<file path="config.mk">
export PLATFORM = sky130hd
export DESIGN_NAME = ext_bus_top
export DESIGN_NICKNAME = d
export VERILOG_FILES = /design/src/ext_bus_pkg.sv /design/src/irq_if.sv /design/src/irq_unit.sv /design/src/ext_bus_top.sv
export SDC_FILE = /design/constraint.sdc
export NUM_CORES = 1
export LEC_CHECK = 0
export ABC_AREA = 1
export BUFFER_PORTS_ARGS = -buffer_cell sky130_fd_sc_hd__buf_4
export CAP_MARGIN = 20
export CORE_ASPECT_RATIO = 0.9
export CORE_MARGIN = 3
export CORE_UTILIZATION = 55
export CTS_CLUSTER_DIAMETER = 150
export DETAILED_ROUTE_END_ITERATION = 16
export GPL_ROUTABILITY_DRIVEN = 0
export PLACE_DENSITY = 0.8
export SLEW_MARGIN = 40
export SYNTH_ARGS = -nofsm -noshare
export SYNTH_HDL_FRONTEND = slang
export SYNTH_HIERARCHICAL = 1
export SYNTH_SLANG_ARGS = --single-unit
</file>
<file path="constraint.sdc">
create_clock -name pclk -period 2.2 [get_ports pclk]
set_input_delay 0 -clock pclk [delete_from_list [all_inputs] [get_ports pclk]]
set_output_delay 0 -clock pclk [all_outputs]
set_load 0.02 [all_outputs]
</file>
<file path="src/ext_bus_pkg.sv">
/*
 * constants for the external bus, interrupt and reset pin block.
 * assumes a 10 MHz pclk and an APB master reaching the registers.
 */
package ext_bus_pkg;
	localparam int ADDR_W = 23;
	localparam int LOW_W = 16;
	localparam int DATA_W = 16;
	localparam int NIRQ = 4;
	localparam logic [22:0] RESET_VECTOR = 23'h00FF80;
	localparam logic [15:0] NMI_VECTOR = 16'hFF84;
	localparam logic [15:0] IRQ_VECTOR_BASE = 16'hFFC0;
	localparam logic [7:0] OFF_CTRL = 8'h00;
	localparam logic [7:0] OFF_STATUS = 8'h04;
	localparam logic [7:0] OFF_MASK = 8'h08;
	localparam logic [7:0] OFF_FLAG = 8'h0C;
	localparam logic [7:0] OFF_ACCESS = 8'h10;
	localparam logic [7:0] OFF_WDATA = 8'h14;
	localparam logic [7:0] OFF_RDATA = 8'h18;
	localparam logic [7:0] OFF_PC = 8'h1C;
	localparam int CTRL_GIM = 0;
	localparam int CTRL_MODE = 1;
	localparam int CTRL_HOLDER = 2;
	localparam logic [2:0] CTRL_RESET = 3'h5;
	localparam logic [3:0] MASK_RESET = 4'h0;
	localparam int ACCESS_WRITE = 24;
	localparam int ACCESS_PROG = 25;
	typedef enum logic [1:0] {
		BUS_IDLE = 2'b00,
		BUS_DRIVE = 2'b01,
		BUS_SETTLE = 2'b11,
		BUS_SAMPLE = 2'b10
	} bus_state_t;
endpackage

</file>
<file path="src/irq_if.sv">
/*
 * carries accepted-interrupt handshake between the interrupt unit and the bus top.
 * assumes a single pclk domain.
 */
`timescale 1ns/1ps
interface irq_if;
	logic [3:0] pending;
	logic take;
	logic is_nmi;
	logic [1:0] idx;
	logic accept;
	modport ctrl(output pending, output take, output is_nmi, output idx, input accept);
	modport core(input pending, input take, input is_nmi, input idx, output accept);
endinterface

</file>
<file path="src/irq_unit.sv">
/*
 * interrupt unit: synchronises four user inputs and the nonmaskable input,
 * latches flags and picks one to take. assumes pins asynchronous to pclk.
 */
`timescale 1ns/1ps
module irq_unit #(
	parameter int NIRQ = ext_bus_pkg::NIRQ
) (
	input wire logic pclk,
	input wire logic presetn,
	input wire logic [NIRQ-1:0] irq_pin_n,
	input wire logic nmi_pin_n,
	input wire logic [NIRQ-1:0] mask,
	input wire logic gim,
	input wire logic mode,
	input wire logic [NIRQ-1:0] clr,
	output logic [NIRQ-1:0] flags,
	irq_if.ctrl ifc
);
	logic [NIRQ:0] s1_q, s2_q, s3_q;
	logic [NIRQ-1:0] rise;
	logic nmi_pend_q;
	logic [NIRQ-1:0] elig;
	always_ff @(posedge pclk or negedge presetn) begin
		if (!presetn) begin
			s1_q <= '1;
			s2_q <= '1;
			s3_q <= '1;
		end else begin
			s1_q <= {nmi_pin_n, irq_pin_n};
			s2_q <= s1_q;
			s3_q <= s2_q;
		end
	end
	assign rise = s3_q[NIRQ-1:0] & ~s2_q[NIRQ-1:0];
	// set wins over a clear in the same cycle
	always_ff @(posedge pclk or negedge presetn) begin
		if (!presetn) begin
			flags <= '0;
		end else begin
			flags <= (flags & ~clr & ~(ifc.accept && !ifc.is_nmi ? (4'h1 << ifc.idx) : 4'h0))
				| rise;
		end
	end
	always_ff @(posedge pclk or negedge presetn) begin
		if (!presetn) begin
			nmi_pend_q <= 1'b0;
		end else if (s3_q[NIRQ] && !s2_q[NIRQ]) begin
			nmi_pend_q <= 1'b1;
		end else if (ifc.accept && ifc.is_nmi) begin
			nmi_pend_q <= 1'b0;
		end
	end
	assign elig = flags & mask;
	assign ifc.pending = flags;
	always_comb begin
		ifc.take = 1'b0;
		ifc.is_nmi = 1'b0;
		ifc.idx = 2'd0;
		if (nmi_pend_q) begin
			ifc.take = 1'b1;
			ifc.is_nmi = 1'b1;
		end else if (!gim && elig != '0) begin
			ifc.take = 1'b1;
			// mode bit picks lowest or highest line first
			if (!mode) begin
				for (int i = NIRQ - 1; i >= 0; i--) begin
					if (elig[i]) ifc.idx = 2'(i);
				end
			end else begin
				for (int i = 0; i < NIRQ; i++) begin
					if (elig[i]) ifc.idx = 2'(i);
				end
			end
		end
	end
endmodule

</file>
<file path="src/ext_bus_top.sv">
/*
 * external parallel bus, interrupt acknowledge and reset vector block.
 * assumes APB master on pclk; pads resolve the three-signal pins and
 * the bus holders outside on the enables given.
 */
// The APB interface to the registers and the address map were decided locally.
`timescale 1ns/1ps
module ext_bus_top (
	input wire logic pclk,
	input wire logic presetn,
	input wire logic psel,
	input wire logic penable,
	input wire logic pwrite,
	input wire logic [7:0] paddr,
	input wire logic [31:0] pwdata,
	output logic [31:0] prdata,
	output logic pready,
	output logic pslverr,
	input wire logic reset_n,
	input wire logic hold_req_n,
	output logic hold_ack_n,
	input wire logic off_n,
	input wire logic host_wide_mode_pin,
	input wire logic [22:0] ext_addr_i,
	output logic [22:0] ext_addr_o,
	output logic [22:0] ext_addr_oe,
	input wire logic [15:0] ext_data_i,
	output logic [15:0] ext_data_o,
	output logic ext_data_oe,
	output logic ext_data_hold_en,
	output logic irq_ack_n_o,
	output logic irq_ack_n_oe,
	input wire logic [3:0] ext_irq_n,
	input wire logic nmi_n
);
	logic [2:0] rs_sync_q, hold_sync_q, off_sync_q, wide_sync_q;
	logic rs_n, hold_n, off_ok, wide;
	logic [15:0] hdata_s1_q, hdata_s2_q;
	logic [15:0] haddr_s1_q, haddr_s2_q;
	logic [2:0] ctrl_q;
	logic [3:0] mask_q;
	logic [3:0] flags;
	logic [3:0] clr;
	logic [22:0] acc_addr_q;
	logic acc_wr_q, acc_prog_q, acc_go_q;
	logic [15:0] wdata_q, rdata_q;
	logic [22:0] pc_q;
	logic ack_q;
	logic [15:0] ack_vec_q;
	ext_bus_pkg::bus_state_t st_q;
	logic apb_wr, apb_rd;
	logic start;
	irq_if irq();

	always_ff @(posedge pclk or negedge presetn) begin
		if (!presetn) begin
			rs_sync_q <= 3'h0;
			hold_sync_q <= 3'h7;
			off_sync_q <= 3'h7;
			wide_sync_q <= 3'h0;
			hdata_s1_q <= 16'h0000;
			hdata_s2_q <= 16'h0000;
			haddr_s1_q <= 16'h0000;
			haddr_s2_q <= 16'h0000;
		end else begin
			rs_sync_q <= {rs_sync_q[1:0], reset_n};
			hold_sync_q <= {hold_sync_q[1:0], hold_req_n};
			off_sync_q <= {off_sync_q[1:0], off_n};
			wide_sync_q <= {wide_sync_q[1:0], host_wide_mode_pin};
			hdata_s1_q <= ext_data_i;
			hdata_s2_q <= hdata_s1_q;
			haddr_s1_q <= ext_addr_i[15:0];
			haddr_s2_q <= haddr_s1_q;
		end
	end
	assign rs_n = rs_sync_q[1];
	assign hold_n = hold_sync_q[1];
	assign off_ok = off_sync_q[1];
	assign wide = wide_sync_q[1];

	irq_unit #(.NIRQ(ext_bus_pkg::NIRQ)) u_irq (
		.pclk(pclk),
		.presetn(presetn),
		.irq_pin_n(ext_irq_n),
		.nmi_pin_n(nmi_n),
		.mask(mask_q),
		.gim(ctrl_q[ext_bus_pkg::CTRL_GIM]),
		.mode(ctrl_q[ext_bus_pkg::CTRL_MODE]),
		.clr(clr),
		.flags(flags),
		.ifc(irq.ctrl)
	);

	// APB: zero-wait slave, pready tied high from a flop
	assign apb_wr = psel && penable && pwrite;
	assign apb_rd = psel && penable && !pwrite;
	assign clr = (apb_wr && paddr == ext_bus_pkg::OFF_FLAG) ? pwdata[3:0] : 4'h0;

	always_ff @(posedge pclk or negedge presetn) begin
		if (!presetn) begin
			pready <= 1'b0;
		end else begin
			pready <= 1'b1;
		end
	end

	always_ff @(posedge pclk or negedge presetn) begin
		if (!presetn) begin
			ctrl_q <= ext_bus_pkg::CTRL_RESET;
			mask_q <= ext_bus_pkg::MASK_RESET;
			wdata_q <= 16'h0000;
		end else if (apb_wr) begin
			case (paddr)
				ext_bus_pkg::OFF_CTRL: ctrl_q <= pwdata[2:0];
				ext_bus_pkg::OFF_MASK: mask_q <= pwdata[3:0];
				ext_bus_pkg::OFF_WDATA: wdata_q <= pwdata[15:0];
				default: ;
			endcase
		end
	end

	always_ff @(posedge pclk or negedge presetn) begin
		if (!presetn) begin
			prdata <= 32'h00000000;
			pslverr <= 1'b0;
		end else if (psel && !penable) begin
			pslverr <= paddr > ext_bus_pkg::OFF_PC || paddr[1:0] != 2'b00;
			unique case (paddr)
				ext_bus_pkg::OFF_CTRL: prdata <= {29'h0, ctrl_q};
				ext_bus_pkg::OFF_STATUS: prdata <= {26'h0, st_q, wide, !hold_ack_n, !rs_n, acc_go_q};
				ext_bus_pkg::OFF_MASK: prdata <= {28'h0, mask_q};
				ext_bus_pkg::OFF_FLAG: prdata <= {28'h0, flags};
				ext_bus_pkg::OFF_ACCESS: prdata <= {6'h0, acc_prog_q, acc_wr_q, 1'b0, acc_addr_q};
				ext_bus_pkg::OFF_WDATA: prdata <= {16'h0, wdata_q};
				ext_bus_pkg::OFF_RDATA: prdata <= {16'h0, rdata_q};
				ext_bus_pkg::OFF_PC: prdata <= {9'h0, pc_q};
				default: prdata <= 32'h00000000;
			endcase
		end else if (apb_rd && pslverr) begin
			prdata <= 32'h00000000;
		end
	end

	// access request: a write to ACCESS starts one external transfer
	always_ff @(posedge pclk or negedge presetn) begin
		if (!presetn) begin
			acc_addr_q <= 23'h000000;
			acc_wr_q <= 1'b0;
			acc_prog_q <= 1'b0;
			acc_go_q <= 1'b0;
		end else if (apb_wr && paddr == ext_bus_pkg::OFF_ACCESS && !acc_go_q) begin
			// upper lines only count for program space
			acc_addr_q <= pwdata[ext_bus_pkg::ACCESS_PROG] ? pwdata[22:0]
				: {7'h00, pwdata[15:0]};
			acc_wr_q <= pwdata[ext_bus_pkg::ACCESS_WRITE];
			acc_prog_q <= pwdata[ext_bus_pkg::ACCESS_PROG];
			acc_go_q <= 1'b1;
		end else if (st_q == ext_bus_pkg::BUS_SAMPLE) begin
			acc_go_q <= 1'b0;
		end
	end

	// transfers wait while reset, hold or host wide mode owns the bus
	always_ff @(posedge pclk or negedge presetn) begin
		if (!presetn) begin
			st_q <= ext_bus_pkg::BUS_IDLE;
			rdata_q <= 16'h0000;
		end else begin
			unique case (st_q)
				ext_bus_pkg::BUS_IDLE: begin
					if (start) begin
						st_q <= ext_bus_pkg::BUS_DRIVE;
					end
				end
				// one extra cycle so read data has crossed both sync flops
				ext_bus_pkg::BUS_DRIVE: st_q <= ext_bus_pkg::BUS_SETTLE;
				ext_bus_pkg::BUS_SETTLE: st_q <= ext_bus_pkg::BUS_SAMPLE;
				ext_bus_pkg::BUS_SAMPLE: begin
					if (!acc_wr_q) rdata_q <= hdata_s2_q;
					st_q <= ext_bus_pkg::BUS_IDLE;
				end
			endcase
		end
	end

	// program counter model: reset vector and interrupt vectors
	assign irq.accept = irq.take && rs_n && hold_n && st_q == ext_bus_pkg::BUS_IDLE && !ack_q;
	// an accepted interrupt owns the address lines this cycle, so a transfer waits
	assign start = st_q == ext_bus_pkg::BUS_IDLE && acc_go_q && rs_n && hold_n && !wide && !ack_q
		&& !irq.accept;
	always_ff @(posedge pclk or negedge presetn) begin
		if (!presetn) begin
			pc_q <= ext_bus_pkg::RESET_VECTOR;
			ack_q <= 1'b0;
			ack_vec_q <= 16'h0000;
		end else if (!rs_n) begin
			pc_q <= ext_bus_pkg::RESET_VECTOR;
			ack_q <= 1'b0;
		end else if (irq.accept) begin
			ack_q <= 1'b1;
			ack_vec_q <= irq.is_nmi ? ext_bus_pkg::NMI_VECTOR
				: ext_bus_pkg::IRQ_VECTOR_BASE + {12'h000, irq.idx, 2'b00};
			pc_q <= {7'h00, irq.is_nmi ? ext_bus_pkg::NMI_VECTOR
				: ext_bus_pkg::IRQ_VECTOR_BASE + {12'h000, irq.idx, 2'b00}};
		end else begin
			ack_q <= 1'b0;
			pc_q <= pc_q + 23'h000001;
		end
	end

	// pin drivers; holders keep the last level because outputs are not cleared
	always_ff @(posedge pclk or negedge presetn) begin
		if (!presetn) begin
			ext_addr_o <= 23'h000000;
			ext_addr_oe <= 23'h000000;
			ext_data_o <= 16'h0000;
			ext_data_oe <= 1'b0;
			ext_data_hold_en <= 1'b1;
			irq_ack_n_o <= 1'b1;
			irq_ack_n_oe <= 1'b0;
			hold_ack_n <= 1'b1;
		end else begin
			hold_ack_n <= hold_n || st_q != ext_bus_pkg::BUS_IDLE;
			ext_data_hold_en <= ctrl_q[ext_bus_pkg::CTRL_HOLDER];
			if (irq.accept) begin
				ext_addr_o <= {ext_addr_o[22:16], irq.is_nmi ? ext_bus_pkg::NMI_VECTOR
					: ext_bus_pkg::IRQ_VECTOR_BASE + {12'h000, irq.idx, 2'b00}};
			end else if (start) begin
				ext_addr_o <= acc_addr_q;
				ext_data_o <= wdata_q;
			end
			irq_ack_n_o <= !irq.accept;
			if (!off_ok) begin
				ext_addr_oe <= 23'h000000;
				ext_data_oe <= 1'b0;
				irq_ack_n_oe <= 1'b0;
			end else begin
				irq_ack_n_oe <= 1'b1;
				if (!hold_n && hold_ack_n == 1'b0) begin
					ext_addr_oe <= 23'h000000;
				end else if (wide) begin
					ext_addr_oe <= 23'h7F0000;
				end else begin
					ext_addr_oe <= 23'h7FFFFF;
				end
				ext_data_oe <= start && acc_wr_q;
				if ((st_q == ext_bus_pkg::BUS_DRIVE || st_q == ext_bus_pkg::BUS_SETTLE) && acc_wr_q
					&& hold_n && rs_n) begin
					ext_data_oe <= 1'b1;
				end
			end
		end
	end
endmodule

</file>
==> metrics, run 1 <==
drc violations 0; drt wl/cell 17.1 um; Initial Utilization 57.2%; crit start category primary input; WP data arrival 2490 ps; WL final 24700 um; crit path launch paddr[5]; RR Startpoint mask_q[2]$_DFFE_PN0P_; clk sink count 224; H-Tree Depth 1; # IOs 194; area delta synth->final 28.1%; Die ar. 18700 um^2; layout cell share with drive strength beyond 1 24.5%; power per cell area 874 nW/um^2; worst min path class primary input to flip-flop; Clock Latency Late Sink 510 ps; Slew headroom 48.6%; CTS max path bufs 3; crit path kind primary input to flip-flop; setup TNS 0 ps; Global Route Usage Sum 26.5%; crit-path max FO 17; power consumption 10.5 mW; vias per inst 5.43; nets@finish 1316; via count 7852; initial DRC count 795; YS warnings 6; min Tclk post-route 2070 ps; Die Y-Extent 130 um; Max Cap Viol 0; Placed Area 10600 um^2; Pre-antenna DRT Iters 5; actual slew at the worst max-slew pin 765 ps; worst IR drop on VDD 797 uV; R2R setup slack 230 ps; remaining global-route overflow 0; Num CTS Buffers 23; vias in the first global route 7703; most common cell after layout, fill and taps aside nand2_1; Tcrit/Tclk final 94.1%; # fillers 1137; clk slew on worst S/H paths 70 ps; HP Start psel; RSZ-0062 raised after global routing no; dpl ws 13.0 ps; CORE AREA 16400 um^2; Worst setup EP type flip-flop; Mapped Avg Cell Area 9.22 um^2; postcts setup bufs 0; row cnt 44; most frequent cells in the layout nand2_1 (265), dfrtp_1 (191), buf_4 (173), inv_1 (91), nand3_1 (84); first-pass GRT wire length 39100 um; fin. max-slew vios 0; final setup violation count 0; n_diodes 0; clk_skew 16.1 ps; CTS tree done; synthesized instance count 1017; finished layout cell area 12000 um^2; initial antenna violation count 0; antenna-violating nets left 0; IO buf count 156; CTS root buffer clkbuf_16; CP required 2620 ps; Die W 144 um; final hold vios 0; status complete, no violations; Post-Syn Area 9380 um^2; largest net degree at the start of global routing 82; Setup WS post-layout 129 ps; worst hold slack 69.6 ps; HPWL Detailed 16600 um; f_max 483 MHz; leak pwr 6.08 nW
-- through the flow --
step | instances | util [%]
global placement | 1344 | 64.8
floorplan | 1023 | -
CTS | 1446 | 73.2
finish | 1446 | 73.2
detailed placement | 1344 | 64.8
global route | 1446 | 73.2
-- timing repair --
item                                    CTS  global route
gates resized for setup                   1             0
hold endpoints to repair                250             0
endpoints found under the setup margin    3             0
hold buffers                             60             0
-- worst max-delay path, cell delays in order --
cell and delay (ps):
dlygate4sd3_1 570, buf_4 160, inv_2 40, nand2_1 70
nor2_4 150, nand2_2 270, nor3_2 270, buf_4 200
nand3_1 80, dlygate4sd3_1 570, o21ai_1 100
-- path summary, 6_finish.rpt --
kind	endpoint	cells after the start
min in group asynchronous	st_q[1]$_DFFE_PN0P_	2
min reg2reg	wide_sync_q[1]$_DFF_PN0_	0
max in group asynchronous	pc_q[10]$_DFF_PN1_	3
max reg2reg	ext_data_o[2]$_DFFE_PN0P_	12
max	acc_addr_q[16]$_DFFE_PN0P_	11
min	pslverr$_DFFE_PN0P_	4
-- layout make-up --
class	count	area [um^2]	share of cell area, %
clock buffer	28	634	5.28
clock inverter	14	144	1.20
inverter	104	393	3.27
multi-input combinational	633	2990	24.8
sequential	224	5650	47.0
tap	207	259	2.16
timing repair buffer	236	1950	16.3
-- power by group --
part	total (mW)	internal, mW	switching [mW]
combinational	1.75	0.726	1.02
clock	3.93	2.31	1.62
sequential	4.82	4.53	0.287
total	10.5	7.56	2.93
-- sequential cells by signal (all words and copies together), names as in the netlist, 2 cells and up --
| name | cells |
|---|---|
| wide_sync_q | 2 |
| ctrl_q | 3 |
| prdata | 25 |
| hdata_s2_q | 16 |
| rdata_q | 16 |
| rs_sync_q | 2 |
| u_irq/s2_q | 5 |
| hold_sync_q | 2 |
| ext_addr_oe | 2 |
| ext_data_o | 16 |
| st_q | 2 |
| off_sync_q | 2 |
| u_irq/s3_q | 5 |
| hdata_s1_q | 16 |
| ext_addr_o | 23 |
| u_irq/s1_q | 5 |
| mask_q | 4 |
| u_irq/flags | 4 |
| pc_q | 23 |
| acc_addr_q | 23 |
| wdata_q | 16 |
-- layer usage --
metal	global-route usage [%]	part of all wire [%]	up-vias	routed length (um)
li1	-	-	3632	-
met1	36.8	41	3787	10100
met2	42.4	47	378	11700
met3	5.46	8.5	55	2100
met4	8.53	3.2	0	799
met5	0	0	-	0
Note: power is estimated with default switching activity, not from simulation.
==> run 2: changes to the inputs <==
--- a/config.mk
+++ b/config.mk
@@ -10,11 +10,13 @@
 export CAP_MARGIN = 20
 export CORE_ASPECT_RATIO = 0.9
 export CORE_MARGIN = 3
-export CORE_UTILIZATION = 55
+export CORE_UTILIZATION = 57
+export CTS_BUF_LIST = sky130_fd_sc_hd__clkbuf_2
 export CTS_CLUSTER_DIAMETER = 150
 export DETAILED_ROUTE_END_ITERATION = 16
 export GPL_ROUTABILITY_DRIVEN = 0
-export PLACE_DENSITY = 0.8
+export PLACE_DENSITY = 0.83
+export RECOVER_POWER = 50
 export SLEW_MARGIN = 40
 export SYNTH_ARGS = -nofsm -noshare
 export SYNTH_HDL_FRONTEND = slang
==> run 2 against run 1 <==
- via count up 10%
- global-route usage is 5.5 points higher
- clock power fell by 30%
- non-clock buffer count up 74
- critical path type unchanged
- largest cell class unchanged
- highest routed layer unchanged
==> metrics, run 2 (synthesis results as in run 1) <==
status complete, no violations; final setup violation count 0; most frequent cells in the layout nand2_1 (265), dfrtp_1 (191), buf_4 (143), dlygate4sd3_1 (130), inv_1 (91); remaining global-route overflow 0; HPWL Detailed 16500 um; Tcrit/Tclk final 99.4%; Die W 141 um; Num CTS Buffers 53; CORE AREA 15800 um^2; largest net degree at the start of global routing 62; crit path launch paddr[4]; worst min path class primary input to flip-flop; CTS max path bufs 3; fin. max-slew vios 0; # IOs 194; max reg flops 25; n_diodes 0; clk sink count 224; R2R cell count 11; H-Tree Depth 2; Global Route Usage Sum 31.9%; crit path kind primary input to flip-flop; setup TNS 0 ps; area delta synth->final 33.0%; clk_skew 92.5 ps; final hold vios 0; R2R setup slack 200 ps; critical path endpoint acc_addr_q[17]$_DFFE_PN0P_; clk slew on worst S/H paths 120 ps; Slew headroom 1.27%; CP required 2910 ps; most common cell after layout, fill and taps aside nand2_1; Pre-antenna DRT Iters 7; WL final 28500 um; Initial Utilization 59.5%; worst IR drop on VDD 562 uV; Worst setup EP type flip-flop; IO buf count 156; min Tclk post-route 2190 ps; crit-path max FO 15; nets@finish 1420; drc violations 0; f_max 457 MHz; Die Y-Extent 128 um; drt wl/cell 18.1 um; power consumption 9.42 mW; power per cell area 755 nW/um^2; r2r endpoint ext_addr_o[14]$_DFFE_PN0P_; actual slew at the worst max-slew pin 1480 ps; RR Startpoint mask_q[2]$_DFFE_PN0P_; initial DRC count 937; vias per inst 5.50; row cnt 43; CTS root buffer clkbuf_2; WP data arrival 2890 ps; via count 8640; initial antenna violation count 0; layout cell share with drive strength beyond 1 25.3%; first-pass GRT wire length 45100 um; antenna-violating nets left 0; Clock Latency Late Sink 860 ps; crit start category primary input; Max Cap Viol 0; CTS tree done; leak pwr 6.36 nW; Die ar. 18000 um^2; vias in the first global route 8782; largest register by flop count prdata
[run 2: cell types whose count changed in the layout (fill, tap and decap cells not counted), moves of 5 or more]
| cell | change |
|---|---|
| dfstp_1 | +7 |
| clkinv_1 | +11 |
| clkbuf_16 | -23 |
| clkbuf_2 | +85 |
| buf_4 | -30 |
| dfstp_2 | -7 |
| clkinv_2 | -5 |
| clkbuf_4 | +26 |
| dlygate4sd3_1 | +70 |
[run 2: cell type report]
type	count	area, um^2
clock buffers	84	420
clock inverters	15	62.6
fillers	971	3280
inverters	104	398
multi-input cells	633	2990
flip-flops and latches	224	5650
well taps	202	253
repair buffers	310	2710
[run 2: worst min-delay path by stage]
stage / start / end / slack [ps] / cells after the start
2_1_floorplan: presetn / acc_addr_q[0]$_DFFE_PN0P_ / -300 / 0
3_3_place_gp: presetn / irq_ack_n_oe$_DFF_PN0_ / 30 / 1
3_5_place_dp: presetn / prdata[18]$_DFFE_PN0P_ / 30 / 1
4_1_cts: pwdata[2] / acc_addr_q[2]$_DFFE_PN0P_ / 10 / 4
5_1_grt: pwdata[0] / acc_addr_q[0]$_DFFE_PN0P_ / 60 / 4
6_report: pwdata[0] / acc_addr_q[0]$_DFFE_PN0P_ / 90 / 4
[run 2: critical path: stages]
cell,delay [ps]
dlygate4sd3_1,530
buf_4,110
nand2_1,50
dlygate4sd3_1,590
nor2_4,180
nand2_2,110
buf_4,210
nor3_4,200
buf_6,180
nand3_1,80
dlygate4sd3_1,570
o21ai_1,80
[run 2: layer usage]
layer,wire (um),global-route usage (%),share of wire [%],up-vias
met2,14200,54.4,50,543
met1,10500,40.3,37,4105
li1,-,-,-,3878
met3,2710,6.79,9.5,114
met5,0,0,0,-
met4,1090,12.5,3.8,0
[run 2: where the power goes]
group | internal [mW] | switching [mW] | total [mW]
combinational | 0.801 | 1.06 | 1.86
clock | 1.01 | 1.73 | 2.74
sequential | 4.52 | 0.301 | 4.82
[run 2: repair_timing]
| action | 4_1_cts | 5_1_grt |
|---|---|---|
| pin swaps | 0 | 2 |
| setup buffers | 0 | 2 |
| gates resized for setup | 1 | 6 |
| hold buffers | 131 | 0 |
| gates cloned | 0 | 1 |
| hold endpoints to repair | 327 | 0 |
| setup endpoints to repair | 20 | 29 |
[run 2: per-stage QoR]
step / setup WS [ps] / utilization, % / hold WS, ps / area, um^2 / std cells
2_1_floorplan: 420 / - / -296 / 9400 / 1023
3_3_place_gp: 163 / 67.5 / 34.8 / 10600 / 1339
3_5_place_dp: 26.2 / 67.5 / 32.0 / 10600 / 1339
4_1_cts: 25.9 / 79.0 / 13.4 / 12500 / 1569
5_1_grt: -28.9 / 79.2 / 55.5 / 12500 / 1572
6_report: 12.6 / 79.2 / 89.3 / 12500 / 1572
==> run 3: changes to the inputs <==
--- a/config.mk
+++ b/config.mk
@@ -10,12 +10,11 @@
 export CAP_MARGIN = 20
 export CORE_ASPECT_RATIO = 0.9
 export CORE_MARGIN = 3
-export CORE_UTILIZATION = 57
+export CORE_UTILIZATION = 42
 export CTS_BUF_LIST = sky130_fd_sc_hd__clkbuf_2
 export CTS_CLUSTER_DIAMETER = 150
 export DETAILED_ROUTE_END_ITERATION = 16
 export GPL_ROUTABILITY_DRIVEN = 0
-export PLACE_DENSITY = 0.83
 export RECOVER_POWER = 50
 export SLEW_MARGIN = 40
 export SYNTH_ARGS = -nofsm -noshare
==> run 3 against run 2 <==
- die area is 34% higher
- clock power is 7.7% higher
- cell count is 6.7% higher
- sequential share of layout area is 0.92 points lower
- power is 1.6% higher
- core utilization is 21 points lower
- sequential cell count stayed put
- combinational power is 3% lower
- critical endpoint is now wdata_q[13]$_DFFE_PN0P_
- largest power group unchanged
==> metrics, run 3 (synthesis results as in run 1) <==
met2 wire len 12500 um; WL final 27000 um; CTS tree done; Pre-antenna DRT Iters 5; Setup WS post-layout 135 ps; Critical Path, Cell by Cell dlygate4sd3_1 > buf_4 > inv_1 > nand2_1 > nor2_2 > nand2_1 > nor2_4 > buf_12 > nand2_1 > dlygate4sd3_1 > o21ai_0 > dlygate4sd3_1; Non-Filler Instances 1677; crit-path leading delay family buffers and inverters; vias per inst 4.82; final hold vios 0; CTS root buffer clkbuf_2; crit-path max FO 9; via count 8083; H-Tree Depth 2; setup TNS 0 ps; drt wl/cell 16.1 um; Crit-path slowest cell dlygate4sd3_1; most common cell after layout, fill and taps aside nand2_1; leak pwr 6.42 nW; dpl ws 263 ps; largest register by flop count prdata; final core utilization 58.4%; final setup violation count 0; nets@finish 1431; fin. max-slew vios 0; uppermost layer routed met4; initial antenna violation count 1; crit start category primary input; layout cell share with drive strength beyond 1 25.6%; RSZ-0062 raised after global routing no; HPWL Detailed 17300 um; met1 WL 12100 um; remaining global-route overflow 0; min Tclk post-route 2060 ps; first-pass GRT wire length 43800 um; CORE AREA 21800 um^2; power consumption 9.57 mW; antenna-violating nets left 0; postcts setup bufs 0; max reg flops 25; met3 wire length 1730 um; Die W 164 um; Global Route Usage Sum 22.9%; crit path kind primary input to flip-flop; drc violations 0; Clock Latency Late Sink 830 ps; area delta synth->final 35.8%; worst path bufs/invs 6; clk_skew 70.6 ps; CP required 2950 ps; Initial Utilization 43.0%; actual slew at the worst max-slew pin 1270 ps; Die Y-Extent 148 um; worst IR drop on VDD 563 uV; largest net degree at the start of global routing 57; power per cell area 751 nW/um^2; # IOs 194; Max Cap Viol 0; Num CTS Buffers 57; worst min path class primary input to flip-flop; CTS max path bufs 3; status complete, no violations; worst hold slack 75.1 ps; Tcrit/Tclk final 93.9%; finished layout cell area 12700 um^2; clk sink count 224; IO buf count 156; f_max 484 MHz; row cnt 51; most frequent cells in the layout nand2_1 (265), dfrtp_1 (191), buf_4 (144), dlygate4sd3_1 (141), clkbuf_2 (96); WP data arrival 2810 ps; Critical Path Max Stage Delay 570 ps; Placed Area 10800 um^2; clk slew on worst S/H paths 100 ps; Placed Cells incl. Taps 1427; Slew headroom 15.6%; initial DRC count 544; vias in the first global route 8257; Die ar. 24200 um^2; Worst setup EP type flip-flop
==> run 3: cell count changes in the layout (fill, tap and decap cells not counted), sizes merged, moves of 2 or more <==
cell	before	now
clkbuf	113	123
dlygate4sd3	130	141
clkinv	14	10
buf	151	149
==> run 3: layout make-up <==
class / instances / area, um^2
diodes: 1 / 2.50
clock buffers: 96 / 480
clock inverters: 11 / 68.8
fillers: 1968 / 9080
inverters: 104 / 390
multi-input cells: 633 / 2990
flip-flops and latches: 224 / 5650
well taps: 291 / 364
repair buffers: 317 / 2800
==> run 3: worst paths after layout <==
| path | from | endpoint | slack (ps) | depth (start not counted) |
|---|---|---|---|---|
| setup reg to reg | u_irq/flags[3]$_DFF_PN0_ | ext_data_o[1]$_DFFE_PN0P_ | 190 | 13 |
| hold reg to reg | u_irq/s2_q[2]$_DFF_PN1_ | u_irq/s3_q[2]$_DFF_PN1_ | 350 | 0 |
| max in group asynchronous | presetn | rdata_q[0]$_DFFE_PN0P_ | 310 | 4 |
| min in group asynchronous | presetn | pc_q[9]$_DFF_PN1_ | 1050 | 3 |
| setup / recovery | paddr[1] | wdata_q[13]$_DFFE_PN0P_ | 140 | 12 |
| hold / removal | pwdata[25] | acc_prog_q$_DFFE_PN0P_ | 80 | 4 |
==> run 3: per-layer routing <==
layer / global-route usage, % / vias up
met5: 0 / -
met4: 8.08 / 0
met3: 5.04 / 63
met2: 35.7 / 288
met1: 31.8 / 3827
li1: - / 3905
==> run 3: worst min-delay path, stage by stage <==
cell,delay [ps]
dlygate4sd3_1,530
buf_4,160
nand2_1,60
o21ai_1,60
==> run 3: power by group <==
| group | internal, mW | total, mW | switching (mW) |
|---|---|---|---|
| combinational | 0.797 | 1.81 | 1.01 |
| clock | 1.25 | 2.95 | 1.70 |
| sequential | 4.52 | 4.82 | 0.297 |
==> run 3: repair_timing <==
action	CTS	global route
gates resized for setup	0	1
hold buffers	142	0
hold endpoints to repair	328	0
setup endpoints to repair	0	4
